==> config.mk <==
export PLATFORM = sky130hd
export DESIGN_NAME = match_capture_counter_timer
export DESIGN_NICKNAME = d
export VERILOG_FILES = /design/src/common/mct_pkg.sv /design/src/rtl/match_capture_counter_timer.sv
export VERILOG_INCLUDE_DIRS = /design/src /design/src/common
export SDC_FILE = /design/constraint.sdc
export NUM_CORES = 1
export LEC_CHECK = 0
export ABC_AREA = 1
export BUFFER_PORTS_ARGS = -buffer_cell sky130_fd_sc_hd__buf_2
export CELL_PAD_IN_SITES_DETAIL_PLACEMENT = 0
export CELL_PAD_IN_SITES_GLOBAL_PLACEMENT = 2
export CORE_MARGIN = 2
export CORE_UTILIZATION = 38
export CTS_BUF_LIST = sky130_fd_sc_hd__clkbuf_4
export DETAILED_ROUTE_END_ITERATION = 10
export PLACE_DENSITY_LB_ADDON = 0.08
export SLEW_MARGIN = 15
export SYNTH_ARGS = -nofsm -noshare
export SYNTH_HDL_FRONTEND = slang
export SYNTH_SLANG_ARGS = --single-unit
==> constraint.sdc <==
create_clock -name core_clk -period 11.15 [get_ports core_clk]
set_input_delay 0.5575 -clock core_clk [delete_from_list [all_inputs] [get_ports core_clk]]
set_output_delay 0.5575 -clock core_clk [all_outputs]
set_load 0.02 [all_outputs]
==> src/common/mct_defines.svh <==
// register offsets, field positions and reset values of the counter/timer
`ifndef MCT_DEFINES_SVH
`define MCT_DEFINES_SVH

// register offsets
`define MCT_OFF_CTRL 8'h00
`define MCT_OFF_COUNT 8'h04
`define MCT_OFF_PRELIM 8'h08
`define MCT_OFF_PRECNT 8'h0C
`define MCT_OFF_MCFG 8'h10
`define MCT_OFF_OUTCFG 8'h14
`define MCT_OFF_CAPTURE 8'h18
`define MCT_OFF_IRQEN 8'h1C
`define MCT_OFF_MATCH0 8'h20
`define MCT_MATCH_MASK 8'hF3
`define MCT_OFF_STATUS 8'h30
`define MCT_OFF_CLEAR 8'h34

// field layout
`define MCT_NUM_MATCH 4
`define MCT_CTRL_W 7
`define MCT_MCFG_STOP 0
`define MCT_MCFG_RST 1

// reset values: disabled, timer mode, capture edge off
`define MCT_RST_CTRL 7'h60

`endif

==> src/common/mct_pkg.sv <==
// shared types of the match/capture counter/timer
`default_nettype none

package mct_pkg;

  // count source
  typedef enum logic {MODE_TIMER, MODE_COUNTER} mode_t;

  // input edge selection for count and capture
  typedef enum logic [1:0] {EDGE_RISE, EDGE_FALL, EDGE_BOTH, EDGE_NONE} edge_t;

  // match output action
  typedef enum logic [1:0] {ACT_NONE, ACT_LOW, ACT_HIGH, ACT_TOGGLE} act_t;

  // control register layout, run in bit 0
  typedef struct packed {
    edge_t capEdge;
    edge_t cntEdge;
    mode_t mode;
    logic hold;
    logic run;
  } ctrl_t;

endpackage

`default_nettype wire

==> src/rtl/match_capture_counter_timer.sv <==
// counter/timer with prescaler, four matches, capture and interrupt
`timescale 1ns/10ps
`default_nettype none
`include "mct_defines.svh"

module match_capture_counter_timer #(
  parameter int unsigned W = 32
) (
  // clock and reset
  input wire logic core_clk,
  input wire logic reset,
  // register port
  input wire logic [7:0] regAddr,
  input wire logic [31:0] regWdata,
  input wire logic regWr,
  input wire logic regRd,
  output logic [31:0] regRdata,
  // external pins
  input wire logic countIn,
  input wire logic captureIn,
  output logic [`MCT_NUM_MATCH-1:0] matchOut,
  // interrupt
  output logic irq
);

  localparam int unsigned NM = `MCT_NUM_MATCH;

  // complete module state, width follows the instance
  typedef struct packed {
    mct_pkg::ctrl_t ctrl;
    logic [W-1:0] count;
    logic [W-1:0] pre;
    logic [W-1:0] preLim;
    logic [NM-1:0][W-1:0] match;
    logic [2*NM-1:0] mcfg;
    logic [2*NM-1:0] ext;
    logic [NM-1:0] pins;
    logic [W-1:0] cap;
    logic [NM:0] status;
    logic [NM:0] irqEn;
    logic [31:0] rdata;
    logic cntPrev;
    logic capPrev;
  } state_t;

  state_t state_q;
  state_t state_d;

  logic timerMode;
  logic active;
  logic preWrap;
  logic cntEdge;
  logic capEdge;
  logic tick;
  logic anyStop;
  logic anyRst;
  logic clearWr;
  logic [W-1:0] cntNext;
  logic [NM-1:0] hit;
  logic [NM:0] events;

  // edge detector shared by count and capture inputs
  function automatic logic edgeSeen(mct_pkg::edge_t sel, logic prev,
                                    logic cur);
    case (sel)
      mct_pkg::EDGE_RISE: edgeSeen = cur & ~prev;
      mct_pkg::EDGE_FALL: edgeSeen = prev & ~cur;
      mct_pkg::EDGE_BOTH: edgeSeen = cur ^ prev;
      default: edgeSeen = 1'b0;
    endcase
  endfunction

  // one bit of each match's two-bit config field
  function automatic logic [NM-1:0] pick(logic [2*NM-1:0] v,
                                         int unsigned off);
    for (int i = 0; i < NM; i++) begin
      pick[i] = v[2*i+off];
    end
  endfunction

  // the four match registers sit on one aligned block
  function automatic logic isMatch(logic [7:0] addr);
    isMatch = (addr & `MCT_MATCH_MASK) == `MCT_OFF_MATCH0;
  endfunction

  // count source: prescaled clock or external edges
  assign timerMode = state_q.ctrl.mode == mct_pkg::MODE_TIMER;
  assign active = state_q.ctrl.run & ~state_q.ctrl.hold;
  assign preWrap = active & timerMode &
                   (state_q.pre == state_q.preLim);
  assign cntEdge = edgeSeen(state_q.ctrl.cntEdge, state_q.cntPrev,
                            countIn);
  assign tick = timerMode ? preWrap : (active & cntEdge);
  assign cntNext = state_q.count + 1'b1;
  assign capEdge = edgeSeen(state_q.ctrl.capEdge, state_q.capPrev,
                            captureIn);

  // matches only count on a tick, so a held count fires once
  always_comb begin
    for (int i = 0; i < NM; i++) begin
      hit[i] = tick & (state_q.count == state_q.match[i]);
    end
  end

  // any matching register asking for stop or reset
  assign anyStop = |(hit & pick(state_q.mcfg, `MCT_MCFG_STOP));
  assign anyRst = |(hit & pick(state_q.mcfg, `MCT_MCFG_RST));
  assign events = {capEdge, hit};
  assign clearWr = regWr & (regAddr == `MCT_OFF_CLEAR);

  // next state: counting first, software writes last so they win, except a clear beside a new event
  always_comb begin
    state_d = state_q;
    state_d.cntPrev = countIn;
    state_d.capPrev = captureIn;

    // prescaler, held at zero with the count while hold is set
    if (state_q.ctrl.hold) begin
      state_d.pre = '0;
      state_d.count = '0;
    end else if (active & timerMode) begin
      state_d.pre = preWrap ? '0 : state_q.pre + 1'b1;
    end

    // count advance and match actions on the count
    if (tick) begin
      if (anyRst) begin
        state_d.count = '0;
      end else begin
        state_d.count = cntNext;
      end
      if (anyStop) begin
        state_d.ctrl.run = 1'b0;
      end
    end

    // match output pins
    for (int i = 0; i < NM; i++) begin
      if (hit[i]) begin
        case (mct_pkg::act_t'(state_q.ext[2*i +: 2]))
          mct_pkg::ACT_LOW: state_d.pins[i] = 1'b0;
          mct_pkg::ACT_HIGH: state_d.pins[i] = 1'b1;
          mct_pkg::ACT_TOGGLE: state_d.pins[i] = ~state_q.pins[i];
          default: state_d.pins[i] = state_q.pins[i];
        endcase
      end
    end

    // capture snapshot of the count before this edge's update
    if (capEdge) begin
      state_d.cap = state_q.count;
    end

    // sticky flags: a new event beats a clear in the same cycle
    state_d.status = (state_q.status & ~(clearWr ? regWdata[NM:0] : '0))
                     | events;

    // register writes
    if (regWr && isMatch(regAddr)) begin
      state_d.match[regAddr[3:2]] = regWdata[W-1:0];
    end
    if (regWr) begin
      case (regAddr)
        `MCT_OFF_CTRL: begin
          state_d.ctrl = mct_pkg::ctrl_t'(regWdata[`MCT_CTRL_W-1:0]);
        end
        `MCT_OFF_COUNT: state_d.count = regWdata[W-1:0];
        `MCT_OFF_PRELIM: state_d.preLim = regWdata[W-1:0];
        `MCT_OFF_PRECNT: state_d.pre = regWdata[W-1:0];
        `MCT_OFF_MCFG: state_d.mcfg = regWdata[2*NM-1:0];
        `MCT_OFF_OUTCFG: begin
          state_d.ext = regWdata[2*NM-1:0];
          state_d.pins = regWdata[3*NM-1:2*NM];
        end
        `MCT_OFF_IRQEN: state_d.irqEn = regWdata[NM:0];
        default: state_d.irqEn = state_d.irqEn;
      endcase
    end

    // read data, valid only in the cycle after the read strobe
    state_d.rdata = '0;
    if (regRd) begin
      if (isMatch(regAddr)) begin
        state_d.rdata = 32'(state_q.match[regAddr[3:2]]);
      end else begin
        case (regAddr)
          `MCT_OFF_CTRL: state_d.rdata = 32'(state_q.ctrl);
          `MCT_OFF_COUNT: state_d.rdata = 32'(state_q.count);
          `MCT_OFF_PRELIM: state_d.rdata = 32'(state_q.preLim);
          `MCT_OFF_PRECNT: state_d.rdata = 32'(state_q.pre);
          `MCT_OFF_MCFG: state_d.rdata = 32'(state_q.mcfg);
          `MCT_OFF_OUTCFG: state_d.rdata = 32'({state_q.pins, state_q.ext});
          `MCT_OFF_CAPTURE: state_d.rdata = 32'(state_q.cap);
          `MCT_OFF_IRQEN: state_d.rdata = 32'(state_q.irqEn);
          `MCT_OFF_STATUS: state_d.rdata = 32'(state_q.status);
          default: state_d.rdata = '0;
        endcase
      end
    end
  end

  // state register
  always_ff @(posedge core_clk or posedge reset) begin
    if (reset) begin
      state_q <= '0;
      state_q.ctrl <= mct_pkg::ctrl_t'(`MCT_RST_CTRL);
    end else begin
      state_q <= state_d;
    end
  end

  // outputs; irq is a gate of flops so it drops with the clear
  assign regRdata = state_q.rdata;
  assign matchOut = state_q.pins;
  assign irq = |(state_q.status & state_q.irqEn);

  // prescaler restarts from zero after its limit
  preWrap_a: assert property (@(posedge core_clk) disable iff (reset)
    preWrap && !regWr |=> state_q.pre == '0)
    else $error("prescaler did not restart at its limit");

  // timer count advances on each prescaler wrap
  timerTick_a: assert property (@(posedge core_clk) disable iff (reset)
    preWrap && !anyRst && !regWr |=> state_q.count == $past(cntNext))
    else $error("timer count did not advance on prescaler wrap");

  // counter mode holds the count between input edges
  counterHold_a: assert property (@(posedge core_clk)
    disable iff (reset)
    !timerMode && !cntEdge && !regWr && !state_q.ctrl.hold
    |=> $stable(state_q.count))
    else $error("count moved without an input edge");

  // continuous match keeps running and counting
  matchRun_a: assert property (@(posedge core_clk) disable iff (reset)
    (|hit) && !anyStop && !anyRst && !regWr
    |=> state_q.ctrl.run && state_q.count == $past(cntNext))
    else $error("continuous match disturbed the count");

  // stop match halts the counter and keeps the count
  matchStop_a: assert property (@(posedge core_clk) disable iff (reset)
    tick && anyStop && !regWr ##1 !regWr
    |=> !state_q.ctrl.run && $stable(state_q.count))
    else $error("stop match did not halt the count");

  // reset match returns the count to zero
  matchReset_a: assert property (@(posedge core_clk)
    disable iff (reset)
    tick && anyRst && !regWr |=> state_q.count == '0)
    else $error("reset match did not zero the count");

  // toggle action inverts the first output
  pinToggle_a: assert property (@(posedge core_clk) disable iff (reset)
    hit[0] && state_q.ext[1:0] == mct_pkg::ACT_TOGGLE && !regWr
    |=> matchOut[0] != $past(matchOut[0]))
    else $error("toggle match did not invert the output");

  // match sets its flag
  matchFlag_a: assert property (@(posedge core_clk) disable iff (reset)
    hit[0] |=> state_q.status[0])
    else $error("match did not set its flag");

  // capture holds the count seen at the edge
  captureValue_a: assert property (@(posedge core_clk)
    disable iff (reset)
    capEdge |=> state_q.cap == $past(state_q.count))
    else $error("capture missed the count value");

  // enabled capture event raises the interrupt
  captureIrq_a: assert property (@(posedge core_clk)
    disable iff (reset)
    capEdge && state_q.irqEn[NM] && !regWr |=> irq)
    else $error("enabled capture gave no interrupt");

  // flags only fall by a clear write
  flagSticky_a: assert property (@(posedge core_clk)
    disable iff (reset)
    !clearWr |=> (state_q.status & $past(state_q.status))
                 == $past(state_q.status))
    else $error("flag dropped without a clear");

  // every event leaves its flag set, even beside a clear
  flagSet_a: assert property (@(posedge core_clk)
    disable iff (reset)
    |events |=> (state_q.status & $past(events)) == $past(events))
    else $error("event did not set its flag");

  // a clear with no event empties the chosen flags
  flagClear_a: assert property (@(posedge core_clk)
    disable iff (reset)
    clearWr && !(|events)
    |=> (state_q.status & $past(regWdata[NM:0])) == '0)
    else $error("clear write left a flag set");

  // hold forces count and prescaler to zero
  holdZero_a: assert property (@(posedge core_clk)
    disable iff (reset)
    state_q.ctrl.hold && !regWr
    |=> state_q.count == '0 && state_q.pre == '0)
    else $error("hold did not clear count and prescaler");

  // prescaler steps by one below its limit
  preStep_a: assert property (@(posedge core_clk)
    disable iff (reset)
    active && timerMode && !preWrap && !regWr
    |=> state_q.pre == $past(state_q.pre) + 1'b1)
    else $error("prescaler did not step by one");

  // a stopped prescaler stays where it halted
  preHalt_a: assert property (@(posedge core_clk)
    disable iff (reset)
    !state_q.ctrl.run && !state_q.ctrl.hold && !regWr
    |=> $stable(state_q.pre))
    else $error("prescaler moved while stopped");

  // the count only moves on a tick, a hold or a write
  countStill_a: assert property (@(posedge core_clk)
    disable iff (reset)
    !tick && !state_q.ctrl.hold && !regWr |=> $stable(state_q.count))
    else $error("count moved without a tick");

  // counter mode adds one per selected input edge
  counterStep_a: assert property (@(posedge core_clk)
    disable iff (reset)
    !timerMode && active && cntEdge && !anyRst && !regWr
    |=> state_q.count == $past(cntNext))
    else $error("input edge did not advance the count");

  // reset match keeps the counter running
  rstRun_a: assert property (@(posedge core_clk)
    disable iff (reset)
    tick && anyRst && !anyStop && !regWr |=> state_q.ctrl.run)
    else $error("reset match stopped the counter");

  // high action drives the second output high
  pinHigh_a: assert property (@(posedge core_clk)
    disable iff (reset)
    hit[1] && state_q.ext[3:2] == mct_pkg::ACT_HIGH && !regWr
    |=> matchOut[1])
    else $error("high match did not raise the output");

  // low action drives the third output low
  pinLow_a: assert property (@(posedge core_clk)
    disable iff (reset)
    hit[2] && state_q.ext[5:4] == mct_pkg::ACT_LOW && !regWr
    |=> !matchOut[2])
    else $error("low match did not lower the output");

  // no action leaves the fourth output alone
  pinKeep_a: assert property (@(posedge core_clk)
    disable iff (reset)
    hit[3] && state_q.ext[7:6] == mct_pkg::ACT_NONE && !regWr
    |=> $stable(matchOut[3]))
    else $error("idle match changed the output");

  // outputs move only on a match or a write
  pinsQuiet_a: assert property (@(posedge core_clk)
    disable iff (reset)
    !(|hit) && !regWr |=> $stable(matchOut))
    else $error("output changed without a match");

  // the capture holder keeps its value between edges
  captureKeep_a: assert property (@(posedge core_clk)
    disable iff (reset)
    !capEdge |=> $stable(state_q.cap))
    else $error("capture value changed without an edge");

endmodule // match_capture_counter_timer

`default_nettype wire

==> metrics.md <==
| Metric | Value |
|---|---|
| Post-synthesis mux area share | 0.0608% |
| Seq pwr share | 46.4% |
| DP Wirelength | 49,200 um |
| Hold Fails Final Rpt | 0 |
| Fraction of the mapped netlist area in compound gates | 17.5% |
| Min cycle time layout | 3150 ps |
| Post-synth EDFFs | 0 |
| DR vias | 16.7k |
| Port buffer count | 82 |
| Post-synth cell types | 58 |
| Setup TNS | 0 ps |
| Net Sw Power | 0.876 mW |
| Die Width | 225 um |
| Clock Sinks | 327 |
| Fmax | 317 MHz |
| RSZ-0062 raised after global routing | no |
| GRT Overall Usage | 28.2% |
| Area Growth Syn to Fin | 10.7% |
| Worst-path maximum fanout | 61 |
| Area occupied by multi-input gates | 8440 sq um |
| Seq. cell area | 8190 sq um |
| Post-DRT Antenna Nets | 0 |
| CP Launch Type | register |
| Max Cap Viol | 0 |
| Synth warn | 0 |
| H-tree lvl count | 3 |
| First-pass GRT wire length | 105,000 um |
| Worst-Margin Slew | 1170 ps |
| Share of layout cells above drive strength 1 | 13.3% |
| GP Congestion | 0.868 |
| Max_slew headroom | 21.6% |
| Post-CTS Setup Repair Bufs | 0 |
| Max Slew Vio Count | 0 |
| Largest net degree at the start of global routing | 111 |
| Asr flop ratio synth | 100% |
| Primary FF master, synth | dfrtp_1 |
| Switching Share | 30.2% |
| Cell Pwr Density | 142 nW/um^2 |
| Syn Std Cell Area | 18,500 sq um |
| Internal Pwr Total | 2.03 mW |
| Core area | 47,900 sq um |
| Largest family of logic cells by synthesized area | simple AND/OR/NAND/NOR gates |
| Worst min path class | input pin to register |
| Post-Synth Adder-Cell Area | 0.405% |
| 1st-iter DRT viols | 1,150 |
| Vias in the first global route | 16.5k |
| Clk buf depth | 3 |
| Die Ht | 225 um |
| CP Data Required Time | 11,850 ps |
| XOR/XNOR share of the synthesized area | 6.43% |
| Layout Nets | 2,488 |
| Simple-Gate Fraction of Synth Area | 21.0% |
| Die area | 50,500 sq um |
| Combinational power share | 12.2% |
| Cts bufs inserted | 97 |
| Final worst-path cycle share | 28.3% |
| Net Count, Synth | 2,428 |
| Post-CTS Hold Buffers | 26 |
| Crit Path Class | register to register |
| Total Power | 2.90 mW |
| Clock slew at reported path FFs | 70 ps |
| Drt via density | 5.33 |
| Worst VDD drop | 0.0855 mV |
| CTS root buffer | clkbuf_4 |
| Number of remaining DRC errors | 0 |
| Drt pass-1 iters | 5 |
| FP Rows | 80 |
| CP Data Arrival Time | 3850 ps |
| # fillers | 5,045 |
| Syn_area_per_cell | 7.79 sq um |
| Gr ovfl total | 0 |
| Initial antenna violation count | 4 |
| Setup-failing EPs final | 0 |
| CTS tree | done |
| Clk_skew | 49.6 ps |
| P_leak | 9.33 nW |
| Synthesis-stage register bit count | 327 |
| WL final | 70,700 um |
| Status | finished, final reports clean |
| Worst-Skew Late Latency | 860 ps |
| Sequential area share after synthesis | 44.2% |
| WL/cell | 22.6 um |
| Initial Util | 38.6% |
| Post-Synthesis Cells | 2,376 |
| CP Capture Type | register |
| Post-CTS Resized | 0 |
| Clock power frac | 41.4% |
| IO Pins | 83 |
-- sequential cells by signal (all words and copies together) (netlist names) --
name / flops
state_q: 291
matchOut: 4
regRdata: 32
-- synthesized netlist by cell type (2+ instances only) --
cell type  count  share of area [%]
or2_1          2              0.068
nand3_2        5               0.27
dfstp_2        2               0.28
a31oi_1        7               0.24
a21oi_2        6               0.28
inv_1        259                5.2
nand2_1      526                 11
ha_1           6               0.41
nor3_1        49                1.3
nor4_1         3               0.10
nand4_1       47                1.6
clkbuf_1      72                1.5
xor2_1        40                1.9
a2111oi_0      5               0.24
dfrtp_1      325                 44
nor2_4         6               0.36
o2111ai_1      2              0.095
xnor2_1       96                4.5
o311ai_0       2              0.095
a311oi_1       5               0.24
inv_2          8               0.16
nand2_4        2               0.12
o22ai_1      106                3.6
buf_2         37                1.0
nor2_2        12               0.41
buf_1          2              0.041
o211ai_1       4               0.16
o21a_1        18               0.73
or2_2          8               0.27
o21ai_1       13               0.35
nand3_4        2               0.19
nand3_1       52                1.4
o221ai_1       7               0.33
buf_6          7               0.43
nor3_2         7               0.38
buf_4         48                1.9
nor2_1       154                3.1
a21oi_1       85                2.3
o21ai_0      309                8.4
a221oi_1       5               0.24
nand2_2        8               0.27
-- critical path, stage by stage, from the launching register on --
cell and delay, ps:
dfrtp_1 390, clkinv_2 440, nand3_4 260, nor3_1 240
nand2_1 90, nor2_2 110, nand3_2 120, nand2_4 500
nand3_1 160, nand2_1 130, nor2_2 50, buf_4 250
nand2_1 140, a21oi_2 50
-- through the flow --
step | cells | hold WS, ps | setup WS (ps) | util, % | instance area (sq um)
final | 3130 | 72.9 | 8000 | 42.8 | 20500
after floorplan | 2376 | 474 | 1540 | - | 18500
after global routing | 3130 | 1.03 | 7700 | 42.8 | 20500
after detailed placement | 2926 | 497 | 7570 | 39.6 | 19000
after global placement | 2926 | 493 | 7680 | 39.6 | 19000
after CTS | 3126 | 0.835 | 7900 | 42.7 | 20500
-- power by group through the flow --
stage	logic, mW	clock network, mW	registers (mW)
floorplan	0.229	0	1.34
global placement	0.346	0	1.36
detailed placement	0.348	0	1.37
CTS	0.357	1.24	1.34
global route	0.395	1.29	1.35
finish	0.355	1.20	1.35
-- path summary, 6_finish.rpt --
path | start | endpoint | slack [ps] | depth (start not counted)
worst max-delay path | state_q[321] | state_q[312] | 8000 | 13
worst min-delay path | regWdata[20] | state_q[308] | 70 | 3
worst max register to register | state_q[321] | state_q[312] | 8000 | 13
worst min register to register | state_q[237] | state_q[237] | 510 | 2
max in group asynchronous | reset | state_q[109] | 8210 | 5
min in group asynchronous | reset | state_q[247] | 400 | 3
-- routing by layer --
layer | vias up | GRT usage [%] | routed length (um)
met3 | 148 | 4.09 | 2810
met5 | - | 0 | 0
met1 | 8055 | 34.7 | 29700
met2 | 511 | 48.7 | 35000
met4 | 0 | 13.2 | 3190
li1 | 7956 | - | -
-- layout make-up --
type                       instances  area share [%]
antenna                            4          0.0488
multi-input combinational       1613            41.2
inverter                         270            5.00
tap                              615            3.75
timing repair buffer             127            3.99
clock inverter                    21           0.519
clock buffer                     153            5.60
sequential                       327            39.9
-- kinds of logic after synthesis --
| family | after synthesis |
|---|---|
| and+or+nand+nor | 890 |
| AOI/OAI and AO/OA | 580 |
| buffers and inverters | 436 |
| DFF | 327 |
| xor gates and xnor gates | 136 |
| adders and majority gates | 6 |
| muxes | 1 |
-- cells in the final DEF, fill, tap and decap left out, types with 20 or more instances in the layout --
| master | netlist | final |
|---|---|---|
| nor3_1 | 49 | 49 |
| xor2_1 | 40 | 40 |
| dlygate4sd3_1 | 0 | 26 |
| nor2_1 | 154 | 154 |
| nand3_1 | 52 | 51 |
| o22ai_1 | 106 | 106 |
| inv_1 | 259 | 258 |
| xnor2_1 | 96 | 96 |
| dfrtp_1 | 325 | 325 |
| buf_2 | 37 | 82 |
| clkinv_1 | 1 | 20 |
| nand2_1 | 526 | 524 |
| a21oi_1 | 85 | 85 |
| o21ai_0 | 309 | 309 |
| nand4_1 | 47 | 47 |
| clkbuf_4 | 0 | 153 |
No activity file was read; power rests on OpenSTA's default activity.
